### src/include/cis_pkg.sv
// Constants, types and carriers shared by the interrupt sequencer
package cis_pkg;

  // Clock and timing, in nanoseconds and derived cycle counts
  localparam int CIS_CLK_PERIOD_NS = 5;
  localparam int CIS_ENTRY_NS = 20;
  localparam int CIS_WAKE_NS = 20;
  localparam int CIS_RETURN_NS = 20;
  localparam int CIS_ENTRY_CYC = (CIS_ENTRY_NS + CIS_CLK_PERIOD_NS - 1) / CIS_CLK_PERIOD_NS;
  localparam int CIS_WAKE_CYC = (CIS_WAKE_NS + CIS_CLK_PERIOD_NS - 1) / CIS_CLK_PERIOD_NS;
  localparam int CIS_RETURN_CYC = CIS_RETURN_NS / CIS_CLK_PERIOD_NS;

  // Widths
  localparam int CIS_PC_W = 13;
  localparam int CIS_SP_W = 11;
  localparam int CIS_MAX_SRC = 32;

  // Register byte offsets
  localparam logic [7:0] CIS_OFF_CTRL = 8'h00;
  localparam logic [7:0] CIS_OFF_ENABLE = 8'h04;
  localparam logic [7:0] CIS_OFF_FLAGS = 8'h08;
  localparam logic [7:0] CIS_OFF_STATUS = 8'h0C;
  localparam logic [7:0] CIS_OFF_SP = 8'h10;
  localparam logic [7:0] CIS_OFF_PC = 8'h14;
  localparam logic [7:0] CIS_OFF_SEQ = 8'h18;

  // Field positions
  localparam int CIS_CTRL_RELOC_BIT = 0;
  localparam int CIS_STATUS_GIE_BIT = 7;

  // Reset values and vector stride
  localparam logic [7:0] CIS_STATUS_RST = 8'h00;
  localparam logic [CIS_SP_W-1:0] CIS_SP_RST = 11'h000;
  localparam logic [CIS_PC_W-1:0] CIS_VEC_STRIDE = 13'h0002;

  typedef enum logic [2:0] {
    ST_RESET_VEC,
    ST_IDLE,
    ST_WAKE,
    ST_ENTRY,
    ST_RETURN
  } cis_phase_type;

  // Pipeline view of the instruction stream
  typedef struct packed {
    logic boundary;
    logic is_sei;
    logic is_cli;
    logic is_return_from_interrupt;
    logic sleeping;
    logic [CIS_PC_W-1:0] pc;
  } cis_instr_type;

  // Stack memory port
  typedef struct packed {
    logic we;
    logic re;
    logic [15:0] addr;
    logic [7:0] wdata;
  } cis_stack_type;

  // Program counter load towards the pipeline
  typedef struct packed {
    logic valid;
    logic from_return_from_interrupt;
    logic [5:0] index;
    logic [CIS_PC_W-1:0] addr;
  } cis_pcload_type;

  // Whole state of the sequencer
  typedef struct packed {
    cis_phase_type phase;
    logic [2:0] cnt;
    logic [7:0] status;
    logic reloc;
    logic [CIS_MAX_SRC-1:0] enable;
    logic [CIS_MAX_SRC-1:0] flags;
    logic [CIS_SP_W-1:0] sp;
    logic [5:0] win_idx;
    logic [CIS_PC_W-1:0] ret_pc;
    logic [7:0] pop_hi;
    logic hold_one;
    logic fuse_boot;
    logic lock_app;
    logic lock_boot;
    logic [31:0] prdata;
    cis_pcload_type pcl;
    cis_stack_type stk;
  } cis_state_type;

endpackage : cis_pkg

### src/hdl/cis_sequencer.sv
// Interrupt and reset vectoring sequencer with APB register access
// Notes on behaviour
// - Request needs own enable and global enable
// - Lowest vector index wins; reset first
// - Relocate select moves vectors to boot start
// - Boot reset fuse moves reset vector
// - Taking interrupt clears global enable
// - Software may re-enable inside handler, nesting
// - Return from interrupt sets global enable
// - Flag cleared by hardware when vectored
// - Write one clears flag, zero keeps
// - Flags set even while disabled, stay pending
// - Level sources request only while present
// - One main instruction after return first
// - Status register never saved nor restored
// - Disable instruction blocks same-cycle interrupt
// - Instruction after enable runs first
// - Entry lasts four cycles, pushes counter
// - Multi-cycle instruction completes before entry
// - Waking from sleep adds four cycles
// - Return lasts four cycles, pops two bytes
// - Boot lock bits can block interrupts
// - Program counter is thirteen bits
// - Push decrements stack pointer by two
// - Global enable is status bit seven
`timescale 1ns/10ps
module cis_sequencer #(
  parameter int N_SRC = 8,
  parameter logic [31:0] FLAG_MASK = 32'h0000_00FF,
  parameter logic [12:0] BOOT_START = 13'h1C00
) (
  input wire logic pclk, // System clock
  input wire logic presetn, // Asynchronous reset, active low
  input wire logic psel, // APB select
  input wire logic penable, // APB enable
  input wire logic pwrite, // APB direction
  input wire logic [7:0] paddr, // APB byte address
  input wire logic [31:0] pwdata, // APB write data
  output logic [31:0] prdata, // APB read data
  output logic pready, // APB ready
  output logic pslverr, // APB error on unmapped address
  input wire logic [N_SRC-1:0] src_event, // Source events or levels
  input wire cis_pkg::cis_instr_type instr, // Instruction stream view
  input wire logic boot_reset_fuse, // Fuse strap, high when programmed
  input wire logic app_boot_lock_bit, // Lock strap, high when programmed
  input wire logic boot_section_lock_bit, // Lock strap, high when programmed
  input wire logic [7:0] stk_rdata, // Stack read data, one cycle after re
  output cis_pkg::cis_stack_type stk, // Stack write and read port
  output cis_pkg::cis_pcload_type pc_load, // Program counter load
  output logic irq_busy, // Pipeline stall while sequencing
  output logic wake_req // Enabled request while asleep
);
  import cis_pkg::*;

  localparam logic [31:0] SRC_MASK = 32'((33'h1 << N_SRC) - 33'h1);
  localparam logic [31:0] LEVEL_MASK = SRC_MASK & ~FLAG_MASK;

  // Refuse source counts that the vector index cannot hold
  if (N_SRC < 1 || N_SRC > 31) begin : g_bad_n
    $error("N_SRC must lie between 1 and 31");
  end

  cis_state_type s_reg;
  cis_state_type s_next;
  logic [31:0] src_wide;
  logic [31:0] ev_set;
  logic [31:0] pending;
  logic [31:0] w1c;
  logic [31:0] hw_clr;
  logic gie_eff;
  logic lock_block;
  logic at_point;
  logic take;
  logic apb_setup;
  logic apb_wr;
  logic mapped;

  // Lowest set bit gives the highest priority
  function automatic logic [5:0] first_set(input logic [31:0] v);
    logic [5:0] r;
    r = 6'h00;
    for (int i = 31; i >= 0; i--) begin
      if (v[i]) begin
        r = 6'(i);
      end
    end
    return r;
  endfunction : first_set

  // Vector address from table base and vector index
  function automatic logic [12:0] vec_addr(input logic at_boot, input logic [5:0] idx);
    logic [12:0] base;
    base = at_boot ? BOOT_START : 13'h0000;
    return 13'(base + 13'(idx) * CIS_VEC_STRIDE);
  endfunction : vec_addr

  // Source conditioning and gating
  always_comb begin
    src_wide = 32'(src_event);
    ev_set = src_wide & FLAG_MASK & SRC_MASK;
    pending = ((s_reg.flags & FLAG_MASK) | (src_wide & LEVEL_MASK)) & s_reg.enable & SRC_MASK;
    gie_eff = s_reg.status[CIS_STATUS_GIE_BIT] && !(instr.boundary && instr.is_cli);
    lock_block = (s_reg.lock_app && !s_reg.reloc && instr.pc < BOOT_START)
               || (s_reg.lock_boot && s_reg.reloc && instr.pc >= BOOT_START);
    at_point = instr.boundary || instr.sleeping;
    take = (s_reg.phase == ST_IDLE) && at_point && !(instr.boundary && instr.is_return_from_interrupt)
         && !s_reg.hold_one && gie_eff && (|pending) && !lock_block;
  end

  // APB decode
  always_comb begin
    apb_setup = psel && !penable;
    apb_wr = psel && penable && pwrite;
    mapped = (paddr == CIS_OFF_CTRL) || (paddr == CIS_OFF_ENABLE) || (paddr == CIS_OFF_FLAGS)
          || (paddr == CIS_OFF_STATUS) || (paddr == CIS_OFF_SP) || (paddr == CIS_OFF_PC)
          || (paddr == CIS_OFF_SEQ);
  end

  // Next-state logic for the whole sequencer
  always_comb begin
    s_next = s_reg;
    s_next.pcl.valid = 1'b0;
    s_next.pcl.from_return_from_interrupt = 1'b0;
    s_next.stk.we = 1'b0;
    s_next.stk.re = 1'b0;
    w1c = 32'h0000_0000;
    hw_clr = 32'h0000_0000;

    // Read data captured in the setup cycle
    if (apb_setup) begin
      case (paddr)
        CIS_OFF_CTRL: s_next.prdata = {31'h0, s_reg.reloc};
        CIS_OFF_ENABLE: s_next.prdata = s_reg.enable;
        CIS_OFF_FLAGS: s_next.prdata = (s_reg.flags | (src_wide & LEVEL_MASK)) & SRC_MASK;
        CIS_OFF_STATUS: s_next.prdata = {24'h0, s_reg.status};
        CIS_OFF_SP: s_next.prdata = {21'h0, s_reg.sp};
        CIS_OFF_PC: s_next.prdata = {19'h0, s_reg.ret_pc};
        CIS_OFF_SEQ: s_next.prdata = {16'h0, s_reg.lock_boot, s_reg.lock_app, s_reg.fuse_boot,
                                      s_reg.hold_one, 3'(s_reg.phase), 3'h0, s_reg.win_idx};
        default: s_next.prdata = 32'h0000_0000;
      endcase
    end

    // Register writes at the access edge
    if (apb_wr) begin
      case (paddr)
        CIS_OFF_CTRL: s_next.reloc = pwdata[CIS_CTRL_RELOC_BIT];
        CIS_OFF_ENABLE: s_next.enable = pwdata & SRC_MASK;
        CIS_OFF_FLAGS: w1c = pwdata;
        CIS_OFF_STATUS: s_next.status = pwdata[7:0];
        CIS_OFF_SP: s_next.sp = pwdata[CIS_SP_W-1:0];
        default: s_next.reloc = s_reg.reloc;
      endcase
    end

    // Enable and disable instructions retire at the boundary
    if (instr.boundary && s_reg.phase == ST_IDLE) begin
      s_next.hold_one = instr.is_sei;
      if (instr.is_sei) begin
        s_next.status[CIS_STATUS_GIE_BIT] = 1'b1;
      end
      if (instr.is_cli) begin
        s_next.status[CIS_STATUS_GIE_BIT] = 1'b0;
      end
    end

    case (s_reg.phase)
      ST_RESET_VEC: begin
        // Straps are caught here, after the reset has released
        s_next.fuse_boot = boot_reset_fuse;
        s_next.lock_app = app_boot_lock_bit;
        s_next.lock_boot = boot_section_lock_bit;
        s_next.pcl.valid = 1'b1;
        s_next.pcl.index = 6'h00;
        s_next.pcl.addr = vec_addr(boot_reset_fuse, 6'h00);
        s_next.phase = ST_IDLE;
      end
      ST_IDLE: begin
        if (instr.boundary && instr.is_return_from_interrupt) begin
          s_next.phase = ST_RETURN;
          s_next.cnt = 3'h0;
        end else if (take) begin
          s_next.win_idx = 6'(first_set(pending) + 6'h01);
          s_next.ret_pc = instr.pc;
          s_next.status[CIS_STATUS_GIE_BIT] = 1'b0;
          s_next.cnt = 3'h0;
          s_next.phase = instr.sleeping ? ST_WAKE : ST_ENTRY;
        end
      end
      ST_WAKE: begin
        // Extra wake latency before the normal entry
        s_next.cnt = 3'(s_reg.cnt + 3'h1);
        if (s_reg.cnt == 3'(CIS_WAKE_CYC - 1)) begin
          s_next.cnt = 3'h0;
          s_next.phase = ST_ENTRY;
        end
      end
      ST_ENTRY: begin
        s_next.cnt = 3'(s_reg.cnt + 3'h1);
        if (s_reg.cnt == 3'h0) begin
          // Low byte first, stack grows downward
          s_next.stk.we = 1'b1;
          s_next.stk.addr = 16'(s_reg.sp);
          s_next.stk.wdata = s_reg.ret_pc[7:0];
          s_next.sp = 11'(s_reg.sp - 11'h001);
        end
        if (s_reg.cnt == 3'h1) begin
          s_next.stk.we = 1'b1;
          s_next.stk.addr = 16'(s_reg.sp);
          s_next.stk.wdata = {3'h0, s_reg.ret_pc[12:8]};
          s_next.sp = 11'(s_reg.sp - 11'h001);
        end
        if (s_reg.cnt == 3'(CIS_ENTRY_CYC - 1)) begin
          s_next.pcl.valid = 1'b1;
          s_next.pcl.index = s_reg.win_idx;
          s_next.pcl.addr = vec_addr(s_reg.reloc, s_reg.win_idx);
          hw_clr = 32'(33'h1 << (s_reg.win_idx - 6'h01)) & FLAG_MASK;
          s_next.cnt = 3'h0;
          s_next.phase = ST_IDLE;
        end
      end
      ST_RETURN: begin
        s_next.cnt = 3'(s_reg.cnt + 3'h1);
        if (s_reg.cnt == 3'h0) begin
          // High byte sits just above the stack pointer
          s_next.stk.re = 1'b1;
          s_next.stk.addr = 16'(11'(s_reg.sp + 11'h001));
        end
        if (s_reg.cnt == 3'h1) begin
          s_next.stk.re = 1'b1;
          s_next.stk.addr = 16'(11'(s_reg.sp + 11'h002));
        end
        if (s_reg.cnt == 3'h2) begin
          s_next.pop_hi = stk_rdata;
        end
        if (s_reg.cnt == 3'(CIS_RETURN_CYC - 1)) begin
          s_next.ret_pc = {s_reg.pop_hi[4:0], stk_rdata};
          s_next.pcl.valid = 1'b1;
          s_next.pcl.from_return_from_interrupt = 1'b1;
          s_next.pcl.index = s_reg.win_idx;
          s_next.pcl.addr = {s_reg.pop_hi[4:0], stk_rdata};
          s_next.sp = 11'(s_reg.sp + 11'h002);
          s_next.status[CIS_STATUS_GIE_BIT] = 1'b1;
          s_next.hold_one = 1'b1;
          s_next.cnt = 3'h0;
          s_next.phase = ST_IDLE;
        end
      end
      default: begin
        s_next.phase = ST_IDLE;
        s_next.cnt = 3'h0;
      end
    endcase

    // New events win over any clear in the same cycle
    s_next.flags = ((s_reg.flags & ~w1c & ~hw_clr) | ev_set) & FLAG_MASK & SRC_MASK;
  end

  // State register
  always_ff @(posedge pclk or negedge presetn) begin
    if (!presetn) begin
      s_reg <= '0;
      s_reg.phase <= ST_RESET_VEC;
      s_reg.status <= CIS_STATUS_RST;
      s_reg.sp <= CIS_SP_RST;
    end else begin
      s_reg <= s_next;
    end
  end

  // Outputs
  always_comb begin
    prdata = s_reg.prdata;
    pready = psel && penable;
    pslverr = psel && penable && !mapped;
    stk = s_reg.stk;
    pc_load = s_reg.pcl;
    irq_busy = (s_reg.phase != ST_IDLE);
    wake_req = instr.sleeping && (|pending) && s_reg.status[CIS_STATUS_GIE_BIT];
  end
endmodule : cis_sequencer

### config.mk
export PLATFORM = sky130hd
export DESIGN_NAME = cis_sequencer
export DESIGN_NICKNAME = d
export VERILOG_FILES = /design/src/include/cis_pkg.sv /design/src/hdl/cis_sequencer.sv
export SDC_FILE = /design/constraint.sdc
export NUM_CORES = 1
export LEC_CHECK = 0
export BUFFER_PORTS_ARGS = -buffer_cell sky130_fd_sc_hd__buf_2
export CAP_MARGIN = 40
export CORE_MARGIN = 2
export CORE_UTILIZATION = 50
export DETAILED_ROUTE_END_ITERATION = 8
export GPL_TIMING_DRIVEN = 0
export PLACE_DENSITY_LB_ADDON = 0.08
export SYNTH_ARGS = -nofsm -noshare
export SYNTH_HDL_FRONTEND = slang
export SYNTH_SLANG_ARGS = --single-unit
### constraint.sdc
create_clock -name pclk -period 2.3 [get_ports pclk]
set_clock_uncertainty 0.2 [all_clocks]
set_input_delay 0.115 -clock pclk [delete_from_list [all_inputs] [get_ports pclk]]
set_output_delay 0.115 -clock pclk [all_outputs]
set_load 0.005 [all_outputs]
==> qor.yml, run 1 <==
floorplan:
  core_region_area_sq_mm: 0.0146
  start_util: 0.516
  io_pins: 165
  rows: 44
  die_x_um: 127
  dieArea_sq_mm: 0.0161
  die_height_um: 127
clocking:
  cts_root_buf: "clkbuf_16"
  cts_buffer_depth: 2
  htreeDepth: 4
  cts_made_buffers: 17
  cts_sinks: 124
  clk_pin_slew_worst_paths_ns: 0.06
  tritoncts: "yes"
  clock_latency_ns: 0.43
global_route:
  track_usage: 0.293
  grt_overflow: 0
  grt_pass1_wl_mm: 36.3
  grt_antenna_before_repair: 0
  grt_pass1_vias: 6613
  grt_start_max_net_pins: 72
setup_path:
  start_kind: "flop"
  cp_num_buf_inv: 2
  cp-startpoint: "s_reg[110]"
  critical_path_arrival_ns: 2.34
  crit_chain: "buf_4, inv_1, ha_2, or3b_4, nor4_4, xor2_1, a22oi_1, o21ai_0"
  crit_required_ns: 2.40
  cp_slowest_cell: "or3b_4"
  path_max_fanout: 10
  reg2reg_from: "s_reg[110]"
  critical_path_class: "flop to flop"
  setup.worst_path.end_class: "flop"
  critical-path-top-delay-family: "simple AND/OR/NAND/NOR gates"
  cp_slowest_stage_delay_ns: 0.43
routing:
  wirelength_mm: 23.3
  via_count: 7067
  drcViolationCount: 0
  viasPerCell: 5.75
  drtIter0Drc: 852
  wl_per_cell_um: 18.9
  drtPass1Iterations: 7
  drtAntennaViolNets: 0
power_and_ir_drop:
  p_leak_nw: 4.80
  power_density_mw_per_mm2: 880
  peakVddDrop_mv: 0.642
sta:
  hold_violations: 0
  fin_hold_ws_ns: 0.0131
  timing.final.crit_share: 0.974
  slew_violations: 0
  fmax_mhz: 447
  fin_tns_setup_ns: 0
  worst_slack_ns: 0.0607
  slew_headroom: 0.560
  worst_pin_slew_ns: 0.660
  fin_crit_ns: 2.24
  final-setup-viol-count: 0
logic_synthesis:
  netlist_area_sq_mm: 0.00755
  ys_async_sr_fraction: 1.00
  avgSynthCellArea_sq_um: 9.27
  yosys.area.top_type_share: 0.411
  synth-edff-count: 0
  synth_cells: 815
  synth_top_cell_by_area: "dfrtp_1"
  ys.flop_type: "dfrtp_1"
  ys_ff_latch: 124
  yosysWarnings: 0
  synthTopCellsByArea: "dfrtp_1 41%, buf_4 8.1%, nand2_1 5.8%, mux2_2 4.6%, o21ai_0 2.7%"
  seq_area_frac_synth: 0.411
  ys_types: 76
placement:
  port_buffers: 118
  place.gp.congestion: 0.955
  dpl_worst_slack_ns: -0.254
  dp_hpwl_mm: 16.5
  place_area_sq_mm: 0.00849
final_layout:
  multi_input_area_sq_mm: 0.00371
  largest_reg_flops: 68
  final_nets: 1125
  final_cell_mix: "133 x buf_2, 120 x dfrtp_1, 114 x nand2_1"
  final_common_cell: "buf_2"
  num_antenna_cells: 0
  syn2layout_area_growth_pct: 30.1
  drive_above_1_share: 0.323
  fillers: 1215
  fin_area_sq_mm: 0.00983
  register_area_sq_mm: 0.00311
run_status:
  status: "completed"
run:
  maxCapViolCount: 0
min_path:
  hold_path_class: "input pin to asynchronous set/reset pin"
[power by group]
group	internal [W]	leakage, nW	switching [W]
Sequential	0.00255	1.54	0.000350
Combinational	0.00133	2.96	0.00163
Clock	0.00178	0.295	0.000999
[cells in the mapped netlist, drive strengths merged (4+ instances only)]
library cell	n
mux2	31
or3b	4
a22oi	21
a211oi	4
nor4	5
ha	11
dfrtp	124
a22o	18
and3	7
o21ai	43
o22ai	9
a221oi	6
a21oi	41
inv	20
a31oi	13
nand2	119
nor3	12
o221ai	4
o211ai	6
nor2b	9
xor2	10
nand4	7
a2bb2oi	4
nand2b	10
nor3b	4
mux2i	18
clkbuf	28
nor2	46
buf	104
a32oi	18
nand3	15
[final timing paths]
path | endpoint | slack [ns] | cells past startpoint
setup / recovery | s_reg[118] | 0.06 | 8
hold / removal | stk[18] | 0.01 | 2
setup reg to reg | s_reg[118] | 0.06 | 8
hold reg to reg | stk[9] | 0.28 | 2
max in group asynchronous | s_reg[104] | 1.13 | 3
min in group pclk | prdata[0] | 0.04 | 6
[area by class of cell]
cell class,instances,share of cell area
repair buffers,182,0.127
flip-flops and latches,124,0.316
clock inverters,11,0.0144
inverters,20,0.00764
multi-input cells,561,0.377
well taps,184,0.0234
clock buffers,21,0.0479
plain buffers,126,0.0863
[worst register-to-register path, stage by stage, from the launching register on]
cell and delay, ns:
dfrtp_2 0.40, buf_4 0.17, inv_1 0.06, ha_2 0.18, or3b_4 0.44, nor4_4 0.25
xor2_1 0.10, a22oi_1 0.20, o21ai_0 0.11
[per-stage QoR]
step / cells / utilization / power [W]
after detailed placement: 1140 / 0.580 / 0.00564
after CTS: 1230 / 0.667 / 0.00856
after global placement: 1139 / 0.577 / 0.00560
final: 1229 / 0.671 / 0.00865
after floorplan: 837 / - / 0.00472
after global routing: 1229 / 0.671 / 0.00907
[routing by layer]
| metal | vias up | GRT usage | wire (um) |
|---|---|---|---|
| met5 | - | 0 | 0 |
| met4 | 0 | 0.129 | 793 |
| met3 | 69 | 0.0658 | 1730 |
| met2 | 347 | 0.433 | 10400 |
| met1 | 3379 | 0.414 | 10300 |
| li1 | 3272 | - | - |
[what timing repair did]
action | 4_1_cts | 5_1_grt
buffers inserted | 0 | 2
endpoints found under the setup margin | 42 | 58
resized for setup | 17 | 24
cloned | 0 | 0
pin swaps | 0 | 2
hold buffers | 61 | 0
endpoints found under the hold margin | 202 | 0
[cells by family (layout without fill, tap and decap cells)]
family / Yosys count / in the layout / share of synthesized area
AO/OA/AOI/OAI: 210 / 210 / 0.194
XOR/XNOR: 12 / 12 / 0.0139
adder cells (fa/ha/maj): 11 / 11 / 0.0182
buffers and inverters: 152 / 360 / 0.123
flip-flops: 124 / 124 / 0.411
multiplexers: 50 / 50 / 0.0730
other: 1 / 23 / 0.000496
AND/OR/NAND/NOR: 255 / 255 / 0.166
(Power assumes the default switching activity.)
==> run 2, diff against run 1 <==
- CELL_PAD_IN_SITES_DETAIL_PLACEMENT: default -> 1
- CELL_PAD_IN_SITES_GLOBAL_PLACEMENT: default -> 2
- CORE_UTILIZATION: 50 -> 30
==> run 2 against run 1 <==
The run now ends with negative hold slack left. Sequential share of layout area shrank 1.1 points. Power rose by 4.8%. First-iteration DRC count down 67%. Non-clock buffer count rose by 11. Clock power is 7.2% higher. Worst setup slack better by 0.00075 ns. Worst hold slack worse by 0.034 ns. Core utilization is 26 points lower. Largest cell class unchanged. Maximum frequency about the same. Critical endpoint is now s_reg[120]. Via count down 2.6%. Global-route usage fell by 7.5 points.
==> qor.yml, run 2 (same netlist as run 1, synthesis figures left out) <==
sta:
  final-setup-viol-count: 0  # unchanged
  fmax_mhz: 447  # about the same
  fin_tns_setup_ns: 0  # unchanged
  slew_violations: 0  # unchanged
  hold_violations: 2  # +2
  fin_crit_ns: 2.24  # -0.000751 ns
  fin_hold_ws_ns: -0.0209  # -0.0340 ns
  worst_pin_slew_ns: 0.801  # +0.141 ns
  timing.final.crit_share: 0.973  # about the same
  slew_headroom: 0.463  # -0.0976
  rsz0062_at_grt: "yes"
global_route:
  track_usage: 0.219  # -0.0746
  grt_pass1_wl_mm: 43.4  # +19%
  grt_overflow: 0  # unchanged
  grt_pass1_vias: 7045  # +6.5%
  grt_start_max_net_pins: 79  # +9.7%
  grt_antenna_before_repair: 0  # unchanged
final_layout:
  drive_above_1_share: 0.332  # +0.00894
  layout.cells.non_filler: 1386  # +13%
  final_common_cell: "buf_2"
  syn2layout_area_growth_pct: 34.9
  largest_reg_flops: 68  # unchanged
  fin_area_sq_mm: 0.0102  # +3.7%
  final_core_util: 0.408  # -0.263
  num_antenna_cells: 0  # unchanged
  final_nets: 1136  # +0.98%
  final_cell_mix: "130 x buf_2, 121 x dfrtp_1, 113 x nand2_1"
routing:
  viasPerCell: 4.97  # -14%
  drtIter0Drc: 284  # -67%
  via_count: 6886  # -2.6%
  drtAntennaViolNets: 0  # unchanged
  dr_wl_met2_mm: 13.0  # +25%
  wirelength_mm: 28.0  # +20%
  highest_layer: "met4"
  drt-met1-wl_mm: 13.8  # +34%
  wl_per_cell_um: 20.2  # +6.7%
  wl_met3_um: 817  # -53%
  drcViolationCount: 0  # unchanged
  drtPass1Iterations: 4  # -3
clocking:
  cts_made_buffers: 17  # unchanged
  clock_latency_ns: 0.44  # about the same
  cts_sinks: 124  # unchanged
  clk_pin_slew_worst_paths_ns: 0.06  # about the same
  tritoncts: "yes"
  cts_buffer_depth: 2  # unchanged
  cts_root_buf: "clkbuf_16"
  htreeDepth: 4  # unchanged
run:
  maxCapViolCount: 0  # unchanged
power_and_ir_drop:
  internal_power_w: 0.00581  # +2.5%
  power_density_mw_per_mm2: 890  # +1.1%
  peakVddDrop_mv: 0.398  # -38%
  combPwrFrac: 0.351  # +0.008
  p_sw_frac: 0.359  # +0.0142
  p_seq_frac: 0.321  # -0.015
  clkPwrFrac: 0.329  # +0.008
  switching_power_w: 0.00326  # +9.1%
  p_leak_nw: 4.88  # +1.6%
placement:
  place.gp.congestion: 0.797  # -17%
  place_area_sq_mm: 0.00867  # +2.2%
  dp_hpwl_mm: 20.7  # +26%
  port_buffers: 118  # unchanged
  dp.cells: 1286  # +13%
floorplan:
  rows: 58  # +32%
  start_util: 0.303  # -0.213
  die_x_um: 163  # +28%
  io_pins: 165  # unchanged
  dieArea_sq_mm: 0.0265  # +64%
  core_region_area_sq_mm: 0.0250  # +70%
  die_height_um: 163  # +28%
setup_path:
  start_kind: "flop"
  setup.worst_path.end_class: "flop"
  cp_slowest_stage_delay_ns: 0.45  # +0.02 ns
  rrSetupSlack_ns: 0.06  # about the same
  critical_path.endpoint: "s_reg[120]"
  crit_chain: "clkbuf_8, inv_1, ha_1, or3b_4, nor4_4, xor2_1, a22oi_1, o21ai_0"
  cp_slowest_cell: "or3b_4"
  r2r_cells: 8  # unchanged
  path_max_fanout: 10  # unchanged
  crit_required_ns: 2.40  # about the same
  critical_path_arrival_ns: 2.34  # about the same
  reg2reg_from: "s_reg[110]"
  cp-startpoint: "s_reg[110]"
  rr_endpoint: "s_reg[120]"
  critical_path_class: "flop to flop"
run_status:
  status: "complete, but fails checks"
  violations: "negative hold slack"
min_path:
  hold_path_class: "input pin to flop"
-- run 2: changes by cell type in the layout (fill, tap and decap cells not counted), sizes merged --
cell	delta
buf	+5
inv	+5
clkinv	-2
dlygate4sd3	+2
bufinv	+1
clkbuf	+1
clkinvlp	-1
-- run 2: how the worst min path moves through the flow --
stage | endpoint | cells past startpoint | slack [ns] | from
4_1_cts | prdata[0] | 4 | 0.02 | paddr[1]
3_5_place_dp | stk[18] | 1 | -0.11 | presetn
5_1_grt | prdata[0] | 4 | 0.01 | paddr[1]
3_3_place_gp | s_reg[79] | 2 | 0.15 | boot_section_lock_bit
2_1_floorplan | pc_load[0] | 0 | -0.38 | presetn
6_report | prdata[0] | 4 | -0.02 | paddr[1]
-- run 2: worst max-delay path: cells and delay by family, from the launching register on --
family | cells | cell delay [ns]
AOI/OAI and AO/OA | 2 | 0.27
xor gates and xnor gates | 1 | 0.10
DFF | 1 | 0.43
adders and majority gates | 1 | 0.17
and+or+nand+nor | 2 | 0.72
buffers and inverters | 2 | 0.23
-- run 2: power groups by stage --
stage,Clock (W),Sequential [W],Combinational [W]
2_1_floorplan,0,0.00277,0.00195
3_3_place_gp,0,0.00294,0.00285
3_5_place_dp,0,0.00294,0.00287
4_1_cts,0.00306,0.00292,0.00302
5_1_grt,0.00313,0.00296,0.00351
6_report,0.00298,0.00291,0.00318
-- run 2: layout make-up --
type,instances,area [sq um]
fillers,2941,14800
multi-input cells,561,3750
flip-flops and latches,124,3110
repair buffers,192,1330
plain buffers,127,875
clock buffers,18,429
well taps,330,413
clock inverters,14,208
inverters,20,77.6
-- run 2: routing by layer --
metal / vias to the layer above / GRT usage
li1: 3287 / -
met1: 3436 / 0.314
met2: 138 / 0.349
met3: 25 / 0.0280
met4: 0 / 0.0575
met5: - / 0
-- run 2: per-stage QoR --
step | total power, W | setup slack, ns
floorplan | 0.00472 | 0.0916
global placement | 0.00578 | -0.977
detailed placement | 0.00581 | -0.374
CTS | 0.00900 | 0.00335
global route | 0.00960 | -0.0962
finish | 0.00907 | 0.0615
-- run 2: repair_timing --
item / in CTS / in global routing
hold buffers: 63 / 0
endpoints found under the setup margin: 67 / 61
gates cloned: 0 / 0
pin swaps: 0 / 2
gates resized for setup: 27 / 24
setup buffers: 0 / 10
hold endpoints to repair: 201 / 0
==> run 3, diff against run 2 <==
- CORE_UTILIZATION: 30 -> 25
==> run 3 against run 2 <==
The flow now finishes without violations. Critical endpoint unchanged. First-iteration DRC count is 54% higher. Sequential power hardly changed. Final cell count is 4.4% higher. Wire length is 6.8% higher. Worst hold slack better by 0.028 ns. Via count is 0.68% higher. Global-route usage is 2.5 points lower. Core utilization is 6.3 points lower. Critical path type unchanged. Design area is 0.57% higher.
==> qor.yml, run 3 (same netlist as run 1, synthesis figures left out) <==
setup_path:
  critical_path_arrival_ns: 2.29  # -0.05 ns
  cp_slowest_cell: "or3b_4"
  crit_chain: "buf_8, inv_2, ha_2, or3b_4, nor4_4, xor2_1, a22oi_1, o21ai_1"
  path_max_fanout: 10  # unchanged
  crit_required_ns: 2.40  # about the same
  start_kind: "flop"
  cp_slowest_stage_delay_ns: 0.44  # about the same
  cp_num_buf_inv: 2  # unchanged
  setup.worst_path.end_class: "flop"
  critical_path_class: "flop to flop"
  critical-path-top-delay-family: "simple AND/OR/NAND/NOR gates"
global_route:
  grt_pass1_vias: 7105  # +0.85%
  grt_antenna_before_repair: 0  # unchanged
  track_usage: 0.193  # -0.0252
  grt_overflow: 0  # unchanged
  grt_pass1_wl_mm: 45.1  # +4.1%
  grt_start_max_net_pins: 65  # -18%
power_and_ir_drop:
  power_density_mw_per_mm2: 887  # -0.30%
  p_leak_nw: 4.87  # -0.11%
  p_seq_frac: 0.320  # about the same
  switching_power_w: 0.00327  # +0.35%
  p_sw_frac: 0.359  # about the same
  combPwrFrac: 0.353  # +0.002
  peakVddDrop_mv: 0.414  # +3.8%
  internal_power_w: 0.00582  # +0.22%
  clkPwrFrac: 0.326  # -0.003
clocking:
  cts_sinks: 124  # unchanged
  clk_pin_slew_worst_paths_ns: 0.06  # about the same
  cts_buffer_depth: 2  # unchanged
  cts_made_buffers: 17  # unchanged
  clock_latency_ns: 0.42  # -0.02 ns
  cts_root_buf: "clkbuf_16"
  tritoncts: "yes"
  htreeDepth: 4  # unchanged
final_layout:
  register_area_sq_mm: 0.00311  # +0.12%
  final_nets: 1137  # +0.088%
  final_cell_mix: "129 x buf_2, 118 x dfrtp_1, 114 x nand2_1"
  num_antenna_cells: 0  # unchanged
  syn2layout_area_growth_pct: 35.7
  final_common_cell: "buf_2"
  fin_area_sq_mm: 0.0102  # +0.57%
  largest_reg_flops: 68  # unchanged
  final_core_util: 0.345  # -0.0634
  drive_above_1_share: 0.339  # +0.00631
  layout.cells.non_filler: 1447  # +4.4%
  multi_input_area_sq_mm: 0.00373  # -0.70%
  fillers: 3496  # +19%
sta:
  fin_tns_setup_ns: 0  # unchanged
  fin_crit_ns: 2.20  # -0.0430 ns
  slew_violations: 0  # unchanged
  fmax_mhz: 455  # +2.0%
  worst_slack_ns: 0.104  # +0.0430 ns
  hold_violations: 0  # -2
  timing.final.crit_share: 0.955  # -0.0187
  rsz0062_at_grt: "no"
  final-setup-viol-count: 0  # unchanged
  slew_headroom: 0.527  # +0.0639
  worst_pin_slew_ns: 0.705  # -0.0952 ns
run:
  maxCapViolCount: 0  # unchanged
placement:
  dp.cells: 1346  # +4.7%
  place.gp.congestion: 0.792  # -0.70%
  dp_hpwl_mm: 22.3  # +7.6%
  dpl_worst_slack_ns: -0.447  # -0.0738 ns
  place_area_sq_mm: 0.00875  # +0.87%
  port_buffers: 118  # unchanged
floorplan:
  start_util: 0.254  # -0.0484
  die_height_um: 178  # +9.3%
  dieArea_sq_mm: 0.0316  # +19%
  core_region_area_sq_mm: 0.0297  # +19%
  io_pins: 165  # unchanged
  die_x_um: 178  # +9.3%
  rows: 63  # +8.6%
routing:
  via_count: 6933  # +0.68%
  wirelength_mm: 29.9  # +6.8%
  viasPerCell: 4.79  # -3.6%
  drtAntennaViolNets: 0  # unchanged
  drtPass1Iterations: 4  # unchanged
  drtIter0Drc: 437  # +54%
  drcViolationCount: 0  # unchanged
  wl_per_cell_um: 20.7  # +2.3%
run_status:
  status: "completed"
min_path:
  hold_path_class: "input pin to flop"
==> run 3: cell count changes in the layout (fill, tap and decap cells not counted), sizes merged <==
cell,before,now
clkbuf,43,42
clkinv,3,6
inv,25,21
dlygate4sd3,63,62
clkinvlp,2,3
buf,231,234
==> run 3: area by class of cell <==
cell class                      instances  share of cell area
Multi-Input combinational cell        561               0.364
Sequential cell                       124               0.304
Timing Repair Buffer                  193               0.130
Buffer                                127              0.0858
Tap cell                              390              0.0476
Clock buffer                           18              0.0429
Clock inverter                         14              0.0188
Inverter                               20             0.00757
==> run 3: what timing repair did <==
item                                    in CTS  in global routing
endpoints found under the setup margin      70                 62
hold buffers                                62                  0
pin swaps                                    0                  5
resized for setup                           30                 29
buffers inserted                             1                 11
hold endpoints to repair                   132                  0
==> run 3: path summary, 6_finish.rpt <==
check / from / endpoint / slack [ns] / cells after the start
setup / recovery: s_reg[110] / s_reg[120] / 0.10 / 8
hold / removal: paddr[6] / prdata[8] / 0.007 / 4
setup reg to reg: s_reg[110] / s_reg[120] / 0.10 / 8
hold reg to reg: prdata[10] / prdata[10] / 0.28 / 2
max in group asynchronous: presetn / s_reg[199] / 1.07 / 3
min in group asynchronous: presetn / stk[24] / 0.04 / 2
==> run 3: power by group through the flow <==
stage,Combinational [W],Sequential [W],Clock (W)
6_report,0.00321,0.00291,0.00297
5_1_grt,0.00356,0.00297,0.00310
4_1_cts,0.00308,0.00292,0.00301
3_5_place_dp,0.00292,0.00295,0
3_3_place_gp,0.00291,0.00295,0
2_1_floorplan,0.00195,0.00277,0
==> run 3: worst reg2reg max path: stages, from the launching register on <==
cell	delay, ns
dfrtp_2	0.43
buf_8	0.15
inv_2	0.05
ha_2	0.17
or3b_4	0.44
nor4_4	0.28
xor2_1	0.10
a22oi_1	0.17
o21ai_1	0.09
==> run 3: metrics by stage <==
stage | hold WS (ns) | total power, W
floorplan | -0.381 | 0.00472
detailed placement | -0.0432 | 0.00587
global placement | 0.155 | 0.00586
CTS | 0.00622 | 0.00902
finish | 0.00732 | 0.00909
global route | 0.0219 | 0.00964
==> run 3: per-layer routing <==
metal / global-route usage / up-vias / wire length [um]
met5: 0 / - / 0
met4: 0.0389 / 0 / 255
met3: 0.0240 / 15 / 810
met2: 0.315 / 148 / 14400
met1: 0.275 / 3473 / 14400
li1: - / 3297 / -
